**config.mk**
```make
export PLATFORM = sky130hd
export DESIGN_NAME = emb_bus
export DESIGN_NICKNAME = d
export VERILOG_FILES = /design/src/hw/emb_pkg.sv /design/src/hw/emb_bus.sv /design/src/hw/emb_cfg_store.sv
export VERILOG_INCLUDE_DIRS = /design/src /design/src/hw
export SDC_FILE = /design/constraint.sdc
export NUM_CORES = 1
export LEC_CHECK = 0
export ABC_AREA = 1
export BUFFER_PORTS_ARGS = -buffer_cell sky130_fd_sc_hd__buf_2
export CAP_MARGIN = 20
export CORE_MARGIN = 4
export CORE_UTILIZATION = 43
export DETAILED_ROUTE_END_ITERATION = 16
export PLACE_DENSITY_LB_ADDON = 0.05
export SETUP_SLACK_MARGIN = 0.15
export SYNTH_ARGS = -nofsm -noshare
export SYNTH_HDL_FRONTEND = slang
export SYNTH_SLANG_ARGS = --single-unit
```
**constraint.sdc**
```tcl
create_clock -name clk_i -period 2.4 [get_ports clk_i]
set_input_delay 0 -clock clk_i [delete_from_list [all_inputs] [get_ports clk_i]]
set_output_delay 0 -clock clk_i [all_outputs]
set_load 0.03 [all_outputs]
```
**src/hw/emb_consts.svh**
```systemverilog
`ifndef EMB_CONSTS_SVH
`define EMB_CONSTS_SVH

`define EMB_RESET_PC        16'h0000
`define EMB_BOOT_BASE       16'hF800
`define EMB_BOOT_TOP        16'hFFFF
`define EMB_PAGE_ADDR       8'h92
`define EMB_PAGE_RESET      8'h00
`define EMB_CFG_P2_BIT      0
`define EMB_CFG_P0_BIT      1
`define EMB_CFG_RESET       8'hFF
`define EMB_INT_SIZE_DEF    17'h08000
`define EMB_PHASE_CYCLES    3'd4

`endif

```
**src/hw/emb_pkg.sv**
```systemverilog
package emb_pkg;
  typedef enum logic [1:0] {
    EMB_FETCH,
    EMB_DATA_RD,
    EMB_DATA_WR
  } emb_kind_t;

  typedef enum logic [2:0] {
    EMB_IDLE,
    EMB_ADDR,
    EMB_LATCH,
    EMB_STROBE,
    EMB_SAMPLE,
    EMB_HOLD
  } emb_phase_t;
endpackage

```
**src/hw/emb_bus.sv**
```systemverilog
`timescale 1ns/1ps
`default_nettype none
`include "emb_consts.svh"
// Functional notes
// - Fetching starts at program address zero
// - Access select low at reset: all fetches external except enabled boot ROM hits
// - Beyond internal size fetches go external
// - Enabled boot ROM occupies F800 to FFFF
// - Bus enabled when config bits zero, one clear
// - Enabled bus shows every access on ports
// - Internal hits drive zeros in data phase
// - Fetches use program-store strobe only
// - Data reads/writes use port 3 strobes
// - Fetch 16-bit; pointer 16, indirect 8-bit
// - Page register held on high port
// - Low port multiplexed, actively driven pins
// - Address valid at latch strobe falling edge
// - Write data surrounds the write strobe
// - Read data sampled before strobe release
// - Bus mode takes high port and strobes
// - Configuration writable only in programming mode
// - GPIO default; attempted access leaves pins
// - Fetch drives PC high byte
module emb_bus #(
  parameter logic [16:0] INT_PROG_SIZE = `EMB_INT_SIZE_DEF
) (
  input  wire logic        clk_i,
  input  wire logic        rst_i,
  input  wire logic        external_access_select_n_i,
  input  wire logic        prog_mode_i,
  input  wire logic        boot_rom_en_i,
  input  wire logic        cfg_wr_i,
  input  wire logic [7:0]  cfg_wdata_i,
  input  wire logic        sfr_wr_i,
  input  wire logic [7:0]  sfr_addr_i,
  input  wire logic [7:0]  sfr_wdata_i,
  input  wire logic        req_i,
  input  wire logic [1:0]  req_kind_i,
  input  wire logic        use_data_pointer_i,
  input  wire logic [15:0] program_counter_i,
  input  wire logic [15:0] data_pointer_i,
  input  wire logic [7:0]  indirect_addr_i,
  input  wire logic [7:0]  wdata_i,
  input  wire logic [7:0]  int_rdata_i,
  input  wire logic [7:0]  p0_gpio_i,
  input  wire logic [7:0]  p2_gpio_i,
  input  wire logic        p36_gpio_i,
  input  wire logic        p37_gpio_i,
  input  wire logic [7:0]  multiplexed_low_port_in_i,
  output logic      [7:0]  multiplexed_low_port_o,
  output logic             multiplexed_low_port_oe_o,
  output logic      [7:0]  high_address_port_o,
  output logic             address_latch_o,
  output logic             program_store_strobe_n_o,
  output logic             data_read_strobe_n_o,
  output logic             data_write_strobe_n_o,
  output logic             busy_o,
  output logic             done_o,
  output logic             fetch_external_o,
  output logic      [7:0]  rdata_o,
  output logic      [7:0]  cfg_rdata_o,
  output logic      [7:0]  external_page_select_o
);
  emb_pkg::emb_phase_t phase;
  emb_pkg::emb_phase_t next_phase;
  emb_pkg::emb_kind_t  kind;
  logic [2:0]  cnt;
  logic        ext_hit;
  logic        all_ext;
  logic        strap_taken;
  logic [15:0] addr;
  logic [7:0]  page;
  logic [7:0]  cfg;

  emb_cfg_store u_cfg (
    .clk_i       (clk_i),
    .rst_i       (rst_i),
    .prog_mode_i (prog_mode_i),
    .wr_i        (cfg_wr_i),
    .wdata_i     (cfg_wdata_i),
    .rdata_o     (cfg)
  );

  // Either config bit set keeps ports as GPIO; both clear enables the bus
  wire bus_en = ~cfg[`EMB_CFG_P2_BIT] & ~cfg[`EMB_CFG_P0_BIT];

  wire boot_hit = boot_rom_en_i && (program_counter_i >= `EMB_BOOT_BASE);
  wire pc_ext   = all_ext || ({1'b0, program_counter_i} >= INT_PROG_SIZE);
  wire fetch_ext = bus_en && pc_ext && !boot_hit;
  wire is_fetch = (req_kind_i == 2'(emb_pkg::EMB_FETCH));
  // Data accesses count as external whenever the bus is on
  wire req_ext  = is_fetch ? fetch_ext : bus_en;
  wire [15:0] req_addr = is_fetch ? program_counter_i :
                         use_data_pointer_i ? data_pointer_i :
                         {page, indirect_addr_i};
  wire phase_done = (cnt == `EMB_PHASE_CYCLES - 3'd1);
  wire start = (phase == emb_pkg::EMB_IDLE) && req_i;

  // Strap sampled on the first clock after reset release, not inside the reset branch
  always_ff @(posedge clk_i or posedge rst_i) begin
    if (rst_i) begin
      strap_taken <= 1'b0;
      all_ext     <= 1'b0;
    end else if (!strap_taken) begin
      strap_taken <= 1'b1;
      all_ext     <= ~external_access_select_n_i;
    end
  end

  always_ff @(posedge clk_i or posedge rst_i) begin
    if (rst_i) begin
      page <= `EMB_PAGE_RESET;
    end else if (sfr_wr_i && sfr_addr_i == `EMB_PAGE_ADDR) begin
      page <= sfr_wdata_i;
    end
  end

  // Address, latch, strobe and hold phases last EMB_PHASE_CYCLES core clocks; sample lasts one
  always_comb begin
    next_phase = phase;
    case (phase)
      emb_pkg::EMB_IDLE:   if (req_i) next_phase = emb_pkg::EMB_ADDR;
      emb_pkg::EMB_ADDR:   if (phase_done) next_phase = emb_pkg::EMB_LATCH;
      emb_pkg::EMB_LATCH:  if (phase_done) next_phase = emb_pkg::EMB_STROBE;
      emb_pkg::EMB_STROBE: if (phase_done) next_phase = emb_pkg::EMB_SAMPLE;
      emb_pkg::EMB_SAMPLE: next_phase = emb_pkg::EMB_HOLD;
      emb_pkg::EMB_HOLD:   if (phase_done) next_phase = emb_pkg::EMB_IDLE;
      default:             next_phase = emb_pkg::EMB_IDLE;
    endcase
  end

  always_ff @(posedge clk_i or posedge rst_i) begin
    if (rst_i) begin
      phase   <= emb_pkg::EMB_IDLE;
      cnt     <= 3'd0;
      kind    <= emb_pkg::EMB_FETCH;
      addr    <= `EMB_RESET_PC;
      ext_hit <= 1'b0;
    end else begin
      phase <= next_phase;
      cnt   <= (next_phase != phase || phase == emb_pkg::EMB_IDLE) ? 3'd0 : cnt + 3'd1;
      if (start) begin
        kind    <= emb_pkg::emb_kind_t'(req_kind_i);
        addr    <= req_addr;
        ext_hit <= req_ext;
      end
    end
  end

  wire active   = (phase != emb_pkg::EMB_IDLE);
  wire show     = active && bus_en;
  wire addr_ph  = (phase == emb_pkg::EMB_ADDR) || (phase == emb_pkg::EMB_LATCH);
  wire strobe_ph = (phase == emb_pkg::EMB_STROBE) || (phase == emb_pkg::EMB_SAMPLE);
  wire wr_data_ph = strobe_ph || (phase == emb_pkg::EMB_HOLD) || (phase == emb_pkg::EMB_LATCH && cnt != 3'd0);

  always_ff @(posedge clk_i or posedge rst_i) begin
    if (rst_i) begin
      multiplexed_low_port_o    <= 8'h00;
      multiplexed_low_port_oe_o <= 1'b0;
      high_address_port_o       <= 8'hFF;
      address_latch_o           <= 1'b0;
      program_store_strobe_n_o  <= 1'b1;
      data_read_strobe_n_o      <= 1'b1;
      data_write_strobe_n_o     <= 1'b1;
      busy_o                    <= 1'b0;
      done_o                    <= 1'b0;
      fetch_external_o          <= 1'b0;
      rdata_o                   <= 8'h00;
      cfg_rdata_o               <= `EMB_CFG_RESET;
      external_page_select_o    <= `EMB_PAGE_RESET;
    end else begin
      busy_o                 <= active;
      done_o                 <= (phase == emb_pkg::EMB_HOLD) && phase_done;
      fetch_external_o       <= fetch_ext;
      cfg_rdata_o            <= cfg;
      external_page_select_o <= page;
      // Latch strobe high through address phase, falls with address still driven
      address_latch_o <= show && (phase == emb_pkg::EMB_ADDR);
      // Port pins stay GPIO when the bus is off, even if an access is attempted
      high_address_port_o <= show ? addr[15:8] : p2_gpio_i;
      if (!show) begin
        multiplexed_low_port_o    <= p0_gpio_i;
        multiplexed_low_port_oe_o <= 1'b0;
      end else if (addr_ph && !(kind == emb_pkg::EMB_DATA_WR && phase == emb_pkg::EMB_LATCH && cnt != 3'd0)) begin
        multiplexed_low_port_o    <= addr[7:0];
        multiplexed_low_port_oe_o <= 1'b1;
      end else if (!ext_hit) begin
        multiplexed_low_port_o    <= 8'h00;
        multiplexed_low_port_oe_o <= 1'b1;
      end else if (kind == emb_pkg::EMB_DATA_WR && wr_data_ph) begin
        multiplexed_low_port_o    <= wdata_i;
        multiplexed_low_port_oe_o <= 1'b1;
      end else begin
        multiplexed_low_port_o    <= 8'h00;
        multiplexed_low_port_oe_o <= 1'b0;
      end
      program_store_strobe_n_o <= ~(show && ext_hit && strobe_ph && kind == emb_pkg::EMB_FETCH);
      data_read_strobe_n_o  <= show ? ~(ext_hit && strobe_ph && kind == emb_pkg::EMB_DATA_RD) : p37_gpio_i;
      data_write_strobe_n_o <= show ? ~(ext_hit && phase == emb_pkg::EMB_STROBE && kind == emb_pkg::EMB_DATA_WR)
                                    : p36_gpio_i;
      // Sample in last strobe cycle, just before release
      if (phase == emb_pkg::EMB_SAMPLE) begin
        rdata_o <= ext_hit ? multiplexed_low_port_in_i : int_rdata_i;
      end
    end
  end
endmodule
`default_nettype wire

```
**src/hw/emb_cfg_store.sv**
```systemverilog
`timescale 1ns/1ps
`default_nettype none
`include "emb_consts.svh"
// Holds the hardware configuration byte; writable only in flash programming mode.
module emb_cfg_store (
  input  wire logic       clk_i,
  input  wire logic       rst_i,
  input  wire logic       prog_mode_i,
  input  wire logic       wr_i,
  input  wire logic [7:0] wdata_i,
  output logic      [7:0] rdata_o
);
  always_ff @(posedge clk_i or posedge rst_i) begin
    if (rst_i) begin
      rdata_o <= `EMB_CFG_RESET;
    end else if (wr_i && prog_mode_i) begin
      rdata_o <= wdata_i;
    end
  end
endmodule
`default_nettype wire

```
### After elaboration in Yosys (flattened, before gate mapping)

Index checks and enable logic that the tools add are counted.

| word-level totals | value |
|---|---|
| output and inout port bits | 48 |
| flip-flop bits (word level) | 91 |
| input bits | 117 |
| logic and storage cells | 98 |

| cells by class | value |
|---|---|
| order comparisons | 2 |
| muxes and demuxes | 22 |
| bitwise operators | 7 |
| reduce and logical (&&, ||, !) cells | 34 |
| equal/unequal tests | 10 |
| add/sub/neg operators | 1 |

Operators by type and width:

| operator | number |
|---|---|
| two-way mux 8 bit | 6 |
| >= comparator 16 bit, second input constant | 2 |
| two-way mux 16 bit | 2 |
| logical AND 1 bit | 21 |
| two-way mux 3 bit | 6 |
| one-hot mux 3 bit (6 select lines) | 1 |
| == test 3 x 2 -> 1 bit, second input constant | 3 |
| == test 8 bit, second input constant | 1 |
| two-way mux 1 bit | 7 |
| == test 3 bit, second input constant | 2 |
| logical OR 1 bit | 6 |
| inverter 1 bit | 6 |
| nonzero test 3 bit | 2 |
| logical NOT 2 bit | 2 |
| adder 3 x 1 -> 3 bit, second input constant | 1 |
| == test 3 x 1 -> 1 bit, second input constant | 1 |
| logical NOT 3 bit | 1 |
| != test 3 bit | 1 |
| == test 2 x 1 -> 1 bit, second input constant | 1 |
| == test 2 bit, second input constant | 1 |
| logical NOT 1 bit | 2 |
| AND 1 bit | 1 |

### Logic depth before layout (Yosys ltp)

Gate-level depths: netlist of run 1.

| depth | value |
|---|---|
| depth in word-level cells | 9 |
| gate-level depth with buffers | 11 |
| mapped depth without buffers | 10 |

### Hierarchy

Synthesis of run 1 repeated with hierarchy kept, for this count alone.

| unflattened totals | value |
|---|---|
| cells, all modules | 471 |
| area, all modules | 4172.8 µm² |

Modules (own cells, without submodules):

| module | cells each | times used | area an instance (µm²) | sequential area each (µm²) |
|---|---|---|---|---|
| emb_bus | 435 | 1 | 3816.2 | 2100.8 |
| emb_cfg_store | 36 | 1 | 356.6 | 210.2 |

### Worst setup path before layout of run 1

OpenSTA, ideal clock, no wires.

| timing | value |
|---|---|
| path kind | reg-to-reg |
| start | reg cnt[0] |
| end | reg cnt[0] |
| stages on the path, launching flop included | 10 |
| data required time | 2.329 ns |
| buffers on the path | 0 |
| arrival time | 1.273 ns |
| period minus slack after synthesis | 1.344 ns |
| library setup time | 0.071 ns |
| path slack | 1.056 ns |
| cells stage by stage | dfrtp_1 -> ha_1 -> ha_1 -> inv_1 -> nand2_1 -> o21ai_0 -> nand3_2 -> nand2_1 -> nand2_1 -> nor2_1 |

| on the way | value |
|---|---|
| word-level cells in the longest chain between the ends | 6 |
| elaborated cells between the ends (all ways) | 10 |
| those cells by class | add/sub (1); eq/ne (2); mux (6); reduce/logical (1) |

RTL lines:

| item | RTL line | text |
|---|---|---|
| start: declaration | emb_bus.sv:67 | `logic [2:0] cnt;` |
| start signal: assignment | emb_bus.sv:141 | `cnt <= (next_phase != phase \|\| phase == emb_pkg::EMB_IDLE) ? 3'd0 : cnt + 3'd1;` |
| == test 3 x 2 -> 1 bit * | emb_bus.sv:96 | `` wire phase_done = (cnt == `EMB_PHASE_CYCLES - 3'd1); `` |
| two-way mux 3 bit (on tied branches) | - |  |
| one-hot mux 3 bit (6 select lines) * | emb_bus.sv:121 | `case (phase)` |
| net next_phase[0] | emb_bus.sv:65 | `emb_pkg::emb_phase_t next_phase;` |
| != test 3 bit * | emb_bus.sv:141 |  |
| logical OR 1 bit * | emb_bus.sv:141 |  |
| two-way mux 3 bit * | emb_bus.sv:141 |  |

The timed path passes the listed nets; every way through them passes the cells marked *.
A chain may end at the register's enable or synchronous reset.

### Worst setup path after layout of run 1

| timing | value |
|---|---|
| start | reg phase[0] |
| end | reg rdata_o[0] |

| on the way | value |
|---|---|
| word-level cells in the longest chain between the ends | 1 |

RTL lines:

| item | RTL line | text |
|---|---|---|
| start: declaration | emb_bus.sv:64 | `emb_pkg::emb_phase_t phase;` |
| start signal: assignment | emb_bus.sv:134 | `phase <= emb_pkg::EMB_IDLE;` |
| start signal: assignment | emb_bus.sv:140 | `phase <= next_phase;` |
| == test 3 bit | emb_bus.sv:202 | `if (phase == emb_pkg::EMB_SAMPLE) begin` |
| end signal: assignment | emb_bus.sv:203 | `rdata_o <= ext_hit ? multiplexed_low_port_in_i : int_rdata_i;` |
| end: declaration | emb_bus.sv:60 | `output logic [7:0] rdata_o,` |

No other way between the ends.

==> results of run 1 <==
==> power groups by stage <==
stage          combinational [W]  sequential (W)  clock (W)
6_report                 0.00228         0.00222    0.00103
5_1_grt                  0.00254         0.00228    0.00113
4_1_cts                  0.00228         0.00223    0.00107
3_5_place_dp             0.00205         0.00226          0
3_3_place_gp             0.00203         0.00224          0
2_1_floorplan            0.00115         0.00264          0
==> final timing paths <==
check,start,to,slack (ps),depth (start not counted)
setup / recovery,phase[0],rdata_o[0],530,6
hold / removal,data_pointer_i[5],addr[5],50,4
setup reg to reg,phase[0],rdata_o[0],530,6
hold reg to reg,u_cfg.rdata_o[3],cfg_rdata_o[3],370,0
max in group asynchronous,rst_i,multiplexed_low_port_o[1],1520,4
min in group asynchronous,rst_i,addr[13],320,4
==> cells by family after synthesis <==
family          share of synthesized area
fa+ha+maj                        0.009341
simple gates                       0.1625
other cells                     0.0009331
buf+inv                           0.08032
mux                               0.04483
flops                              0.5750
compound gates                     0.1270
==> registers in the layout, summed over array words and instances, names as in the netlist, 2 cells and up <==
register / count
phase: 3
kind: 2
addr: 16
rdata_o: 8
external_page_select_o: 8
cnt: 3
u_cfg.rdata_o: 8
multiplexed_low_port_o: 8
page: 8
cfg_rdata_o: 8
high_address_port_o: 8
==> per-layer routing <==
| metal | wire (um) | part of all wire | vias to the layer above | GRT usage |
|---|---|---|---|---|
| met2 | 5282 | 0.49 | 116 | 0.3455 |
| li1 | - | - | 1880 | - |
| met5 | 0 | 0 | - | 0 |
| met3 | 625 | 0.058 | 15 | 0.04447 |
| met1 | 4630 | 0.43 | 1728 | 0.2595 |
| met4 | 167 | 0.016 | 0 | 0.06186 |
==> placed cells by master, fill, tap and decap left out, types with 2 or more instances in the layout <==
cell type                       netlist  layout
sky130_fd_sc_hd__buf_2                6     164
sky130_fd_sc_hd__dlygate4sd3_1        0      78
sky130_fd_sc_hd__nand2_1             68      68
sky130_fd_sc_hd__dfrtp_1             64      64
sky130_fd_sc_hd__inv_1               52      51
sky130_fd_sc_hd__nor2_1              51      51
sky130_fd_sc_hd__o21ai_0             49      49
sky130_fd_sc_hd__dfstp_2             27      27
sky130_fd_sc_hd__nand3_1             23      23
sky130_fd_sc_hd__mux2_2              16      16
sky130_fd_sc_hd__o21ai_1             16      16
sky130_fd_sc_hd__a21oi_1             11      11
sky130_fd_sc_hd__clkbuf_8             0      10
sky130_fd_sc_hd__a31oi_1              9       9
sky130_fd_sc_hd__o22ai_1              8       8
sky130_fd_sc_hd__nand2_2              4       4
sky130_fd_sc_hd__buf_4                1       4
sky130_fd_sc_hd__inv_2                3       3
sky130_fd_sc_hd__clkinvlp_4           0       3
sky130_fd_sc_hd__ha_1                 3       3
sky130_fd_sc_hd__nor2_2               2       2
sky130_fd_sc_hd__clkbuf_1             5       2
==> cell type report <==
cell class / count / area, sq um
Timing Repair Buffer: 246 / 1632
Fill cell: 772 / 3277
Tap cell: 111 / 138.9
Sequential cell: 91 / 2311
Clock inverter: 4 / 50.05
Inverter: 56 / 214.0
Multi-Input combinational cell: 269 / 1385
Clock buffer: 12 / 145.1
==> worst max-delay path, delay by kind of cell, from the launching register on <==
family	cells	cell delay [ps]
buffers and inverters	2	830
AO/OA/AOI/OAI	1	160
flip-flops	1	490
AND/OR/NAND/NOR	3	340
==> what timing repair did <==
action | 4_1_cts | 5_1_grt
endpoints found under the setup margin | 0 | 0
hold buffers | 78 | 0
endpoints found under the hold margin | 125 | 0
==> metrics by stage <==
step           setup WS (ps)  instances
3_3_place_gp           762.7        695
6_report               525.4        789
5_1_grt                385.2        789
3_5_place_dp           645.2        695
4_1_cts                581.6        789
2_1_floorplan           1056        433
==> synth_stat cells <==
| cell type | number |
|---|---|
| sky130_fd_sc_hd__nor2_4 | 1 |
| sky130_fd_sc_hd__dfrtp_1 | 64 |
| sky130_fd_sc_hd__buf_4 | 1 |
| sky130_fd_sc_hd__inv_1 | 52 |
| sky130_fd_sc_hd__clkbuf_1 | 5 |
| sky130_fd_sc_hd__clkinv_1 | 1 |
| sky130_fd_sc_hd__a41oi_1 | 1 |
| sky130_fd_sc_hd__nor2_8 | 1 |
| sky130_fd_sc_hd__nand4_1 | 1 |
| sky130_fd_sc_hd__nand3_2 | 1 |
| sky130_fd_sc_hd__mux2_2 | 16 |
| sky130_fd_sc_hd__buf_2 | 6 |
| sky130_fd_sc_hd__conb_1 | 1 |
| sky130_fd_sc_hd__o211ai_1 | 1 |
| sky130_fd_sc_hd__o22ai_1 | 8 |
| sky130_fd_sc_hd__o21ai_0 | 49 |
| sky130_fd_sc_hd__ha_1 | 3 |
| sky130_fd_sc_hd__o21a_1 | 1 |
| sky130_fd_sc_hd__a21oi_1 | 11 |
| sky130_fd_sc_hd__nor2_2 | 2 |
| sky130_fd_sc_hd__nand2_2 | 4 |
| sky130_fd_sc_hd__buf_6 | 5 |
| sky130_fd_sc_hd__nand3_1 | 23 |
| sky130_fd_sc_hd__dfstp_2 | 27 |
| sky130_fd_sc_hd__inv_2 | 3 |
| sky130_fd_sc_hd__nor2_1 | 51 |
| sky130_fd_sc_hd__a31oi_1 | 9 |
| sky130_fd_sc_hd__nand2_1 | 68 |
| sky130_fd_sc_hd__nor4_1 | 1 |
| sky130_fd_sc_hd__o21ai_1 | 16 |
==> metrics, run 1 <==
remaining number of nets flagged by the antenna check after routing 0; flops & latches, synth 91; Detailed Route WL 10710 um; Cell Area, Synth 4019 sq um; Cells after Synth 433; final layout net count 793; Slowest Stage Delay on Critical Path 590 ps; Core Area 9153 sq um; I/O Pins 165; post-layout instance area 5876 sq um; shortest period the worst path allows 1875 ps; final core utilization 0.6420; final HPWL from detailed placement 7471 um; global routing usage summed across all routing layers 0.2030; maximum clock skew at final layout 14.64 ps; drc violations 0; Reg power frac 0.401; Worst Hold Slack 48.42 ps; placed cell area 4900 sq um; Diodes inserted 0; TritonCTS Sinks 91; arrival time at the worst endpoint 2170 ps; height of the die 104.7 um; hold violation count in the final report 0; clk slew on worst S/H paths 90 ps; layout cells sized above 1 0.3510; Initial DRT Pass Iterations 5; worst supply voltage drop on vdd 385.6 uV; Clock Path Buffers 2; routability cong. 0.7934; switching share of total power 0.3906; maximum fanout encountered on the critical timing path 17; Gate power share 0.412; cell types occupying the most area after synthesis sky130_fd_sc_hd__dfrtp_1 (40%), sky130_fd_sc_hd__dfstp_2 (18%), sky130_fd_sc_hd__nand2_1 (6.4%); count of pins over their slew limit 0; HP Class in2reg; biggest area consumer among synthesized cells sky130_fd_sc_hd__dfrtp_1; kind of launch point of the worst setup path flip-flop; starting density of the core 0.4391; Power, Total 0.005538 W; vias after detailed routing 3739; required time of the worst setup path 2690 ps; master cell of the clock root buffer sky130_fd_sc_hd__clkbuf_8; clock tree from TritonCTS done; result of the run completed; top achievable clock speed 533.4 MHz; internal portion of total power 0.003375 W; die outline area 10960 sq um; clock network fraction of design power 0.187; max-slew headroom at the worst pin 0.5417; Period Utilization, post-route 0.7811; Resize count post-CTS 0; Skew-Pair Late Insertion Delay 350 ps; global-route wire length before repair 17900 um; post-synthesis sequential area ratio 0.5750; synthesis-to-finish area growth 46.20%; leakage power 2.951 nW; number of distinct library cell variants in the gate-level netlist after synthesis 30; initial antenna violation count 0; total power density per cell area 942.5 nW/um^2; drt via density 4.739; Post-Synthesis Net Count 553; max cap viols 0; number of buffer cells added on primary ports 164; unrepaired setup endpoints after global routing false; # setup viols final 0; horizontal extent of the die 104.7 um; number of rows created at floorplan 35; top cell type's share of synthesized area 0.3985; number of H-tree branching levels 3; Crit-path slowest cell sky130_fd_sc_hd__dlygate4sd3_1; clock buffer count from CTS 9; number of synthesis warnings 0; pin count of the biggest net entering global routing 56; setup total negative slack 0 ps; per-cell routed wire length 13.57 um; vias in the first global route 3854; critical path endpoint category flip-flop; Post-CTS Repair Setup Buffers 0; mean instance size in the synthesized netlist 9.281 sq um; iteration-0 DRC count of the detailed router 101; actual slew at the worst max-slew pin 687.4 ps; crit path cell chain nor2_4 -> nand2_1 -> inv_2 -> nor2_1 -> a31oi_1 -> dlygate4sd3_1; worst setup path class reg2reg; Net Switching 0.002163 W; grt total ovfl 0
No activity file was read; power rests on OpenSTA's default activity.
==> run 2, diff against run 1 <==
--- a/config.mk
+++ b/config.mk
@@ -6,7 +6,7 @@
 export SDC_FILE = /design/constraint.sdc
 export NUM_CORES = 1
 export LEC_CHECK = 0
-export ABC_AREA = 1
+export ABC_AREA = 0
 export BUFFER_PORTS_ARGS = -buffer_cell sky130_fd_sc_hd__buf_2
 export CAP_MARGIN = 20
 export CORE_MARGIN = 4
==> constraint.sdc (replaced) <==
create_clock -name clk_i -period 1.7 [get_ports clk_i]
set_input_delay 0 -clock clk_i [delete_from_list [all_inputs] [get_ports clk_i]]
set_output_delay 0 -clock clk_i [all_outputs]
set_load 0.03 [all_outputs]
==> run 2 against run 1 <==
Compared with the run above:
- the flow now finishes with violations (hold timing)
- die area fell by 3.7%
- sequential power rose by 42%
- first-iteration DRC count fell by 6.9%
- critical path depth fell by 2
- combinational power rose by 28%
- clock power rose by 38%
- critical path type unchanged
- highest routed layer unchanged
==> metrics, run 2 <==
count of filler cells inserted in the layout 670 (-13%); routability cong. 0.8210 (+3.5%); starting density of the core 0.4425 (+0.003370); I/O Pins 165 (unchanged); Cells after Synth 340 (-21%); top cell type's share of synthesized area 0.4150 (+0.01654); number of buffer cells added on primary ports 164 (unchanged); mean instance size in the synthesized netlist 11.35 sq um (+22%); Post-Synthesis Net Count 460 (-17%); unrepaired setup endpoints after global routing true; max cap viols 0 (unchanged); result of the run finished with violations; horizontal extent of the die 102.7 um (-1.9%); global-route wire length before repair 16550 um (-7.6%); Largest register FFs 16 (unchanged); hold violation count in the final report 1 (+1); commonest non-fill, non-tap cell in the layout sky130_fd_sc_hd__buf_2; grt total ovfl 0 (unchanged); clock buffer count from CTS 9 (unchanged); Detailed Route WL 10800 um (+0.85%); global routing usage summed across all routing layers 0.2059 (+0.002900); non-filler cells, final 714 (-9.5%); actual slew at the worst max-slew pin 509.3 ps (-178.1 ps); maximum clock skew at final layout 13.45 ps (-1.189 ps); Clock Path Buffers 2 (unchanged); most frequently used cell type in the post-synthesis netlist sky130_fd_sc_hd__dfrtp_1; clk slew on worst S/H paths 100 ps (about the same); height of the die 102.7 um (-1.9%); max-slew headroom at the worst pin 0.6605 (+0.1187); final HPWL from detailed placement 7347 um (-1.7%); clock tree from TritonCTS done; flops & latches, synth 91 (unchanged); number of placed cells counting well taps 609 (-12%); final layout net count 721 (-9.1%); shortest period the worst path allows 1496 ps (-379.0 ps); Period Utilization, post-route 0.8798 (+0.09869); synthesis-to-finish area growth 54.64%; arrival time at the worst endpoint 1730 ps (-440 ps); # setup viols final 0 (unchanged); required time of the worst setup path 1940 ps (-750 ps); Diodes inserted 0 (unchanged); most common flop cell mapped by yosys sky130_fd_sc_hd__dfrtp_1; Worst Hold Slack -47.88 ps (-96.30 ps); per-cell routed wire length 15.12 um (+11%); post-synthesis sequential area ratio 0.5989 (+0.02387); Setup Slack @ Placement -30.83 ps (-676.0 ps); iteration-0 DRC count of the detailed router 94 (-6.9%); register containing the most flip-flops in the final layout addr; number of distinct library cell variants in the gate-level netlist after synthesis 42 (+40%); number of synthesis warnings 0 (unchanged); vias after detailed routing 3399 (-9.1%); violated checks hold timing; pin count of the biggest net entering global routing 50 (-11%); count of flip-flops with a built-in enable after synthesis 0 (unchanged); cell types occupying the most area after synthesis sky130_fd_sc_hd__dfrtp_1 (42%), sky130_fd_sc_hd__dfstp_2 (18%), sky130_fd_sc_hd__mux2i_1 (6.5%); Synth top cells by count sky130_fd_sc_hd__dfrtp_1 (64), sky130_fd_sc_hd__nand2_1 (49), sky130_fd_sc_hd__nor2_1 (35); biggest area consumer among synthesized cells sky130_fd_sc_hd__dfrtp_1; layout cells sized above 1 0.4340 (+0.08296); worst supply voltage drop on vdd 711.2 uV (+84%); proportion of register bits with asynchronous set or reset after synthesis 1.000 (unchanged); Core Area 8721 sq um (-4.7%); total power density per cell area 1254 nW/um^2 (+33%); drc violations 0 (unchanged); die outline area 10550 sq um (-3.7%); remaining number of nets flagged by the antenna check after routing 0 (unchanged); Cell Area, Synth 3859 sq um (-4.0%); worst path setup slack after routing 204.4 ps (-321.0 ps); HP Class in2reg; top library cells by usage in the layout, fill and taps aside sky130_fd_sc_hd__buf_2 (164), sky130_fd_sc_hd__dlygate4sd3_1 (78), sky130_fd_sc_hd__dfrtp_1 (63); worst setup path class reg2reg; maximum fanout encountered on the critical timing path 5 (-12); top achievable clock speed 668.6 MHz (+25%); Skew-Pair Late Insertion Delay 350 ps (about the same); master cell of the clock root buffer sky130_fd_sc_hd__clkbuf_8; initial antenna violation count 0 (unchanged); count of pins over their slew limit 0 (unchanged); drt via density 4.761 (+0.46%); leakage power 3.024 nW (+2.5%); vias in the first global route 3481 (-9.7%); number of rows created at floorplan 34 (-2.9%); critical path endpoint category flip-flop; TritonCTS Sinks 91 (unchanged); number of H-tree branching levels 3 (unchanged); kind of launch point of the worst setup path flip-flop; Initial DRT Pass Iterations 4 (-1)
[run 2: worst paths after layout]
check / slack [ps] / cells after the start / from / end
worst max-delay path: 200 / 4 / ext_hit / rdata_o[5]
worst min-delay path: -50 / 3 / multiplexed_low_port_in_i[0] / rdata_o[0]
max in group asynchronous: 860 / 4 / rst_i / cfg_rdata_o[1]
min in group asynchronous: 140 / 3 / rst_i / rdata_o[3]
worst min register to register: 370 / 0 / u_cfg.rdata_o[6] / cfg_rdata_o[6]
worst max register to register: 200 / 4 / ext_hit / rdata_o[5]
[run 2: critical path: stages (launching register included)]
cell	delay [ps]
sky130_fd_sc_hd__dfrtp_2	440
sky130_fd_sc_hd__buf_8	140
sky130_fd_sc_hd__mux2i_1	150
sky130_fd_sc_hd__dlygate4sd3_1	580
sky130_fd_sc_hd__a21oi_1	70
[run 2: repair_timing]
item / CTS / global route
endpoints found under the setup margin: 8 / 23
gates resized for setup: 4 / 9
hold buffers: 79 / 0
gates cloned: 1 / 1
pin swaps: 2 / 2
endpoints found under the hold margin: 112 / 0
buffers inserted: 2 / 7
[run 2: power by group]
| group | switching (W) | internal (W) | total, W | leakage (nW) |
|---|---|---|---|---|
| Sequential | 0.000332 | 0.00282 | 0.00315 | 1.08 |
| Combinational | 0.00163 | 0.00127 | 0.00291 | 1.85 |
| Clock | 0.000784 | 0.000637 | 0.00142 | 0.100 |
[run 2: per-layer routing]
layer | GRT usage | wire [um] | up-vias
met3 | 0.06360 | 836 | 22
met1 | 0.2550 | 4504 | 1579
met5 | 0 | 0 | -
met2 | 0.3352 | 5185 | 120
met4 | 0.08665 | 270 | 0
li1 | - | - | 1678
[run 2: final cells by class]
class	count	area, sq um	share of cell area
flip-flops and latches	91	2312	0.3875
repair buffers	265	1819	0.3049
multi-input cells	225	1471	0.2466
clock inverters	5	38.79	0.006500
clock buffers	11	152.6	0.02558
well taps	108	135.1	0.02265
inverters	9	37.54	0.006291
[run 2: through the flow]
step                utilization  total power (W)  setup TNS [ps]  area [sq um]
floorplan                     -         0.004827               0          3862
finish                   0.6842         0.007480               0          5967
global route             0.6842         0.007961               0          5967
detailed placement       0.5565         0.005635          -160.9          4853
CTS                      0.6735         0.007308               0          5873
global placement         0.5565         0.005576               0          4853
[run 2: cell families after synthesis]
kind of cell               share of synthesized area
xor gates and xnor gates                    0.004540
buffers and inverters                        0.02886
other                                      0.0009718
DFF                                           0.5989
adders and majority gates                   0.009729
AOI/OAI and AO/OA                             0.1138
muxes                                         0.1203
and+or+nand+nor                               0.1229
==> run 3, diff against run 2 <==
--- a/config.mk
+++ b/config.mk
@@ -10,7 +10,8 @@
 export BUFFER_PORTS_ARGS = -buffer_cell sky130_fd_sc_hd__buf_2
 export CAP_MARGIN = 20
 export CORE_MARGIN = 4
-export CORE_UTILIZATION = 43
+export CORE_UTILIZATION = 44
+export CTS_BUF_LIST = sky130_fd_sc_hd__clkbuf_4 sky130_fd_sc_hd__clkbuf_8
 export DETAILED_ROUTE_END_ITERATION = 16
 export PLACE_DENSITY_LB_ADDON = 0.05
 export SETUP_SLACK_MARGIN = 0.15
==> run 3 against run 2 <==
Compared with the run above:
- the run still ends with hold timing left
- sequential share of layout area up 0.12 points
- non-clock buffer count down 5
- die area down 2.1%
- total power up 1.8%
- critical path type unchanged
- critical endpoint unchanged
- largest cell class unchanged
==> metrics, run 3 (synthesis results as in run 2) <==
result of the run finished with violations; violated checks hold timing; die outline area 10330 sq um (-2.1%); count of pins over their slew limit 0 (unchanged); drt via density 4.759 (about the same); worst supply voltage drop on vdd 687.1 uV (-3.4%); busiest layer in global routing met2; global-route wire length before repair 17650 um (+6.7%); Skew-Pair Late Insertion Delay 350 ps (about the same); final layout net count 715 (-0.83%); GR Layer Usage met1 0.2834 (+0.02839); required time of the worst setup path 1940 ps (about the same); Initial DRT Pass Iterations 4 (unchanged); clock tree from TritonCTS done; drc violations 0 (unchanged); unrepaired setup endpoints after global routing true; post-layout instance area 5952 sq um (-0.25%); height of the die 101.6 um (-1.1%); max cap viols 0 (unchanged); Core Area 8382 sq um (-3.9%); internal portion of total power 0.004880 W (+3.2%); crit path cell chain clkbuf_4 -> mux2i_1 -> dlygate4sd3_1 -> a21oi_1; Period Utilization, post-route 0.8898 (+0.01002); Clock Path Buffers 2 (unchanged); horizontal extent of the die 101.6 um (-1.1%); maximum clock skew at final layout 9.765 ps (-3.681 ps); global routing usage summed across all routing layers 0.2201 (+0.01422); layout cells sized above 1 0.4350 (+0.001007); synthesis-to-finish area growth 54.25%; TritonCTS Sinks 91 (unchanged); Slowest Stage Delay on Critical Path 560 ps (-20 ps); top achievable clock speed 661.1 MHz (-1.1%); maximum fanout encountered on the critical timing path 5 (unchanged); commonest non-fill, non-tap cell in the layout sky130_fd_sc_hd__buf_2; per-cell routed wire length 15.24 um (+0.81%); Reg power frac 0.418 (-0.003); Crit-path slowest cell sky130_fd_sc_hd__dlygate4sd3_1; register containing the most flip-flops in the final layout addr; met2 global-route usage 0.3541 (+0.01897); clk slew on worst S/H paths 90 ps (about the same); Gate power share 0.366 (-0.023); pin count of the biggest net entering global routing 41 (-18%); # setup viols final 0 (unchanged); master cell of the clock root buffer sky130_fd_sc_hd__clkbuf_8; iteration-0 DRC count of the detailed router 85 (-9.6%); number of rows created at floorplan 33 (-2.9%); kind of launch point of the worst setup path flip-flop; top library cells by usage in the layout, fill and taps aside sky130_fd_sc_hd__buf_2 (164), sky130_fd_sc_hd__dlygate4sd3_1 (77), sky130_fd_sc_hd__dfrtp_1 (62); Net Switching 0.002737 W (-0.51%); shortest period the worst path allows 1513 ps (+17.03 ps); setup total negative slack 0 ps (unchanged); clock network fraction of design power 0.215 (+0.025); grt total ovfl 0 (unchanged); vias in the first global route 3691 (+6.0%); switching share of total power 0.3593 (-0.008450); Detailed Route WL 10750 um (-0.46%); vias after detailed routing 3355 (-1.3%); HP Class in2reg; Worst Hold Slack -47.11 ps (+0.7711 ps); remaining number of nets flagged by the antenna check after routing 0 (unchanged); count of filler cells inserted in the layout 632 (-5.7%); clock buffer count from CTS 9 (unchanged); final HPWL from detailed placement 7426 um (+1.1%); Largest register FFs 16 (unchanged); routability cong. 0.7531 (-8.3%); critical path endpoint category flip-flop; CP startpoint ext_hit; Diodes inserted 0 (unchanged); arrival time at the worst endpoint 1750 ps (+20 ps); starting density of the core 0.4604 (+0.01790); beginning of the worst register-to-register path ext_hit; hold violation count in the final report 1 (unchanged); number of H-tree branching levels 3 (unchanged); total power density per cell area 1280 nW/um^2 (+2.1%); I/O Pins 165 (unchanged); placed cell area 4877 sq um (+0.49%); leakage power 3.005 nW (-0.62%); number of buffer cells added on primary ports 164 (unchanged); initial antenna violation count 0 (unchanged); worst setup path class reg2reg; startpoint of the worst hold path multiplexed_low_port_in_i[3]; met3 demand-to-capacity share in global routing 0.06543 (+0.001828)
## run 3: cell types whose count changed in the layout (fill, tap and decap cells not counted), sizes merged
cell / before / now
buf: 186 / 182
bufinv: 0 / 2
clkbuf: 12 / 11
clkinv: 1 / 2
clkinvlp: 1 / 2
dlygate4sd3: 78 / 77
inv: 12 / 9
nand2b: 5 / 4
## run 3: worst paths after layout
path | slack [ps] | depth (start not counted) | to
worst max-delay path | 190 | 4 | rdata_o[5]
worst min-delay path | -50 | 3 | rdata_o[3]
worst max register to register | 190 | 4 | rdata_o[5]
worst min register to register | 370 | 0 | cfg_rdata_o[7]
max in group asynchronous | 900 | 4 | cfg_rdata_o[1]
min in group asynchronous | 200 | 3 | rdata_o[1]
## run 3: layer usage
metal | share of wire | routed length (um)
met5 | 0 | 0
met4 | 0.024 | 258
met3 | 0.071 | 767
met2 | 0.48 | 5108
met1 | 0.43 | 4611
## run 3: power groups by stage
stage | logic (W) | registers, W | clock network (W)
2_1_floorplan | 0.00121 | 0.00362 | 0
3_3_place_gp | 0.00243 | 0.00318 | 0
3_5_place_dp | 0.00246 | 0.00319 | 0
4_1_cts | 0.00270 | 0.00315 | 0.00168
5_1_grt | 0.00306 | 0.00327 | 0.00178
6_report | 0.00279 | 0.00318 | 0.00164
## run 3: area by class of cell
| cell class | instances | area (sq um) | area share |
|---|---|---|---|
| Inverter | 9 | 37.54 | 0.006306 |
| Timing Repair Buffer | 260 | 1770 | 0.2975 |
| Clock buffer | 10 | 137.6 | 0.02312 |
| Multi-Input combinational cell | 224 | 1474 | 0.2476 |
| Clock inverter | 6 | 87.58 | 0.01472 |
| Tap cell | 105 | 131.4 | 0.02207 |
| Sequential cell | 91 | 2313 | 0.3887 |
## run 3: critical path, delay by kind of cell, from the launching register on
kind	cells	cell delay (ps)
flops	1	390
mux	1	190
compound gates	1	60
buf+inv	2	760
## run 3: metrics by stage
| step | cells | total power [W] | util | worst slack, ps |
|---|---|---|---|---|
| 2_1_floorplan | 340 | 0.004827 | - | 191.8 |
| 3_3_place_gp | 608 | 0.005609 | 0.5819 | 93.38 |
| 3_5_place_dp | 608 | 0.005655 | 0.5819 | 60.48 |
| 4_1_cts | 704 | 0.007528 | 0.7040 | 152.7 |
| 5_1_grt | 705 | 0.008108 | 0.7101 | 141.6 |
| 6_report | 705 | 0.007616 | 0.7101 | 187.3 |
## run 3: timing repair
action	CTS	global route
hold buffers	78	0
buffers inserted	2	1
cloned	0	1
pin swaps	1	3
setup endpoints to repair	9	37
gates resized for setup	1	15
endpoints found under the hold margin	96	0
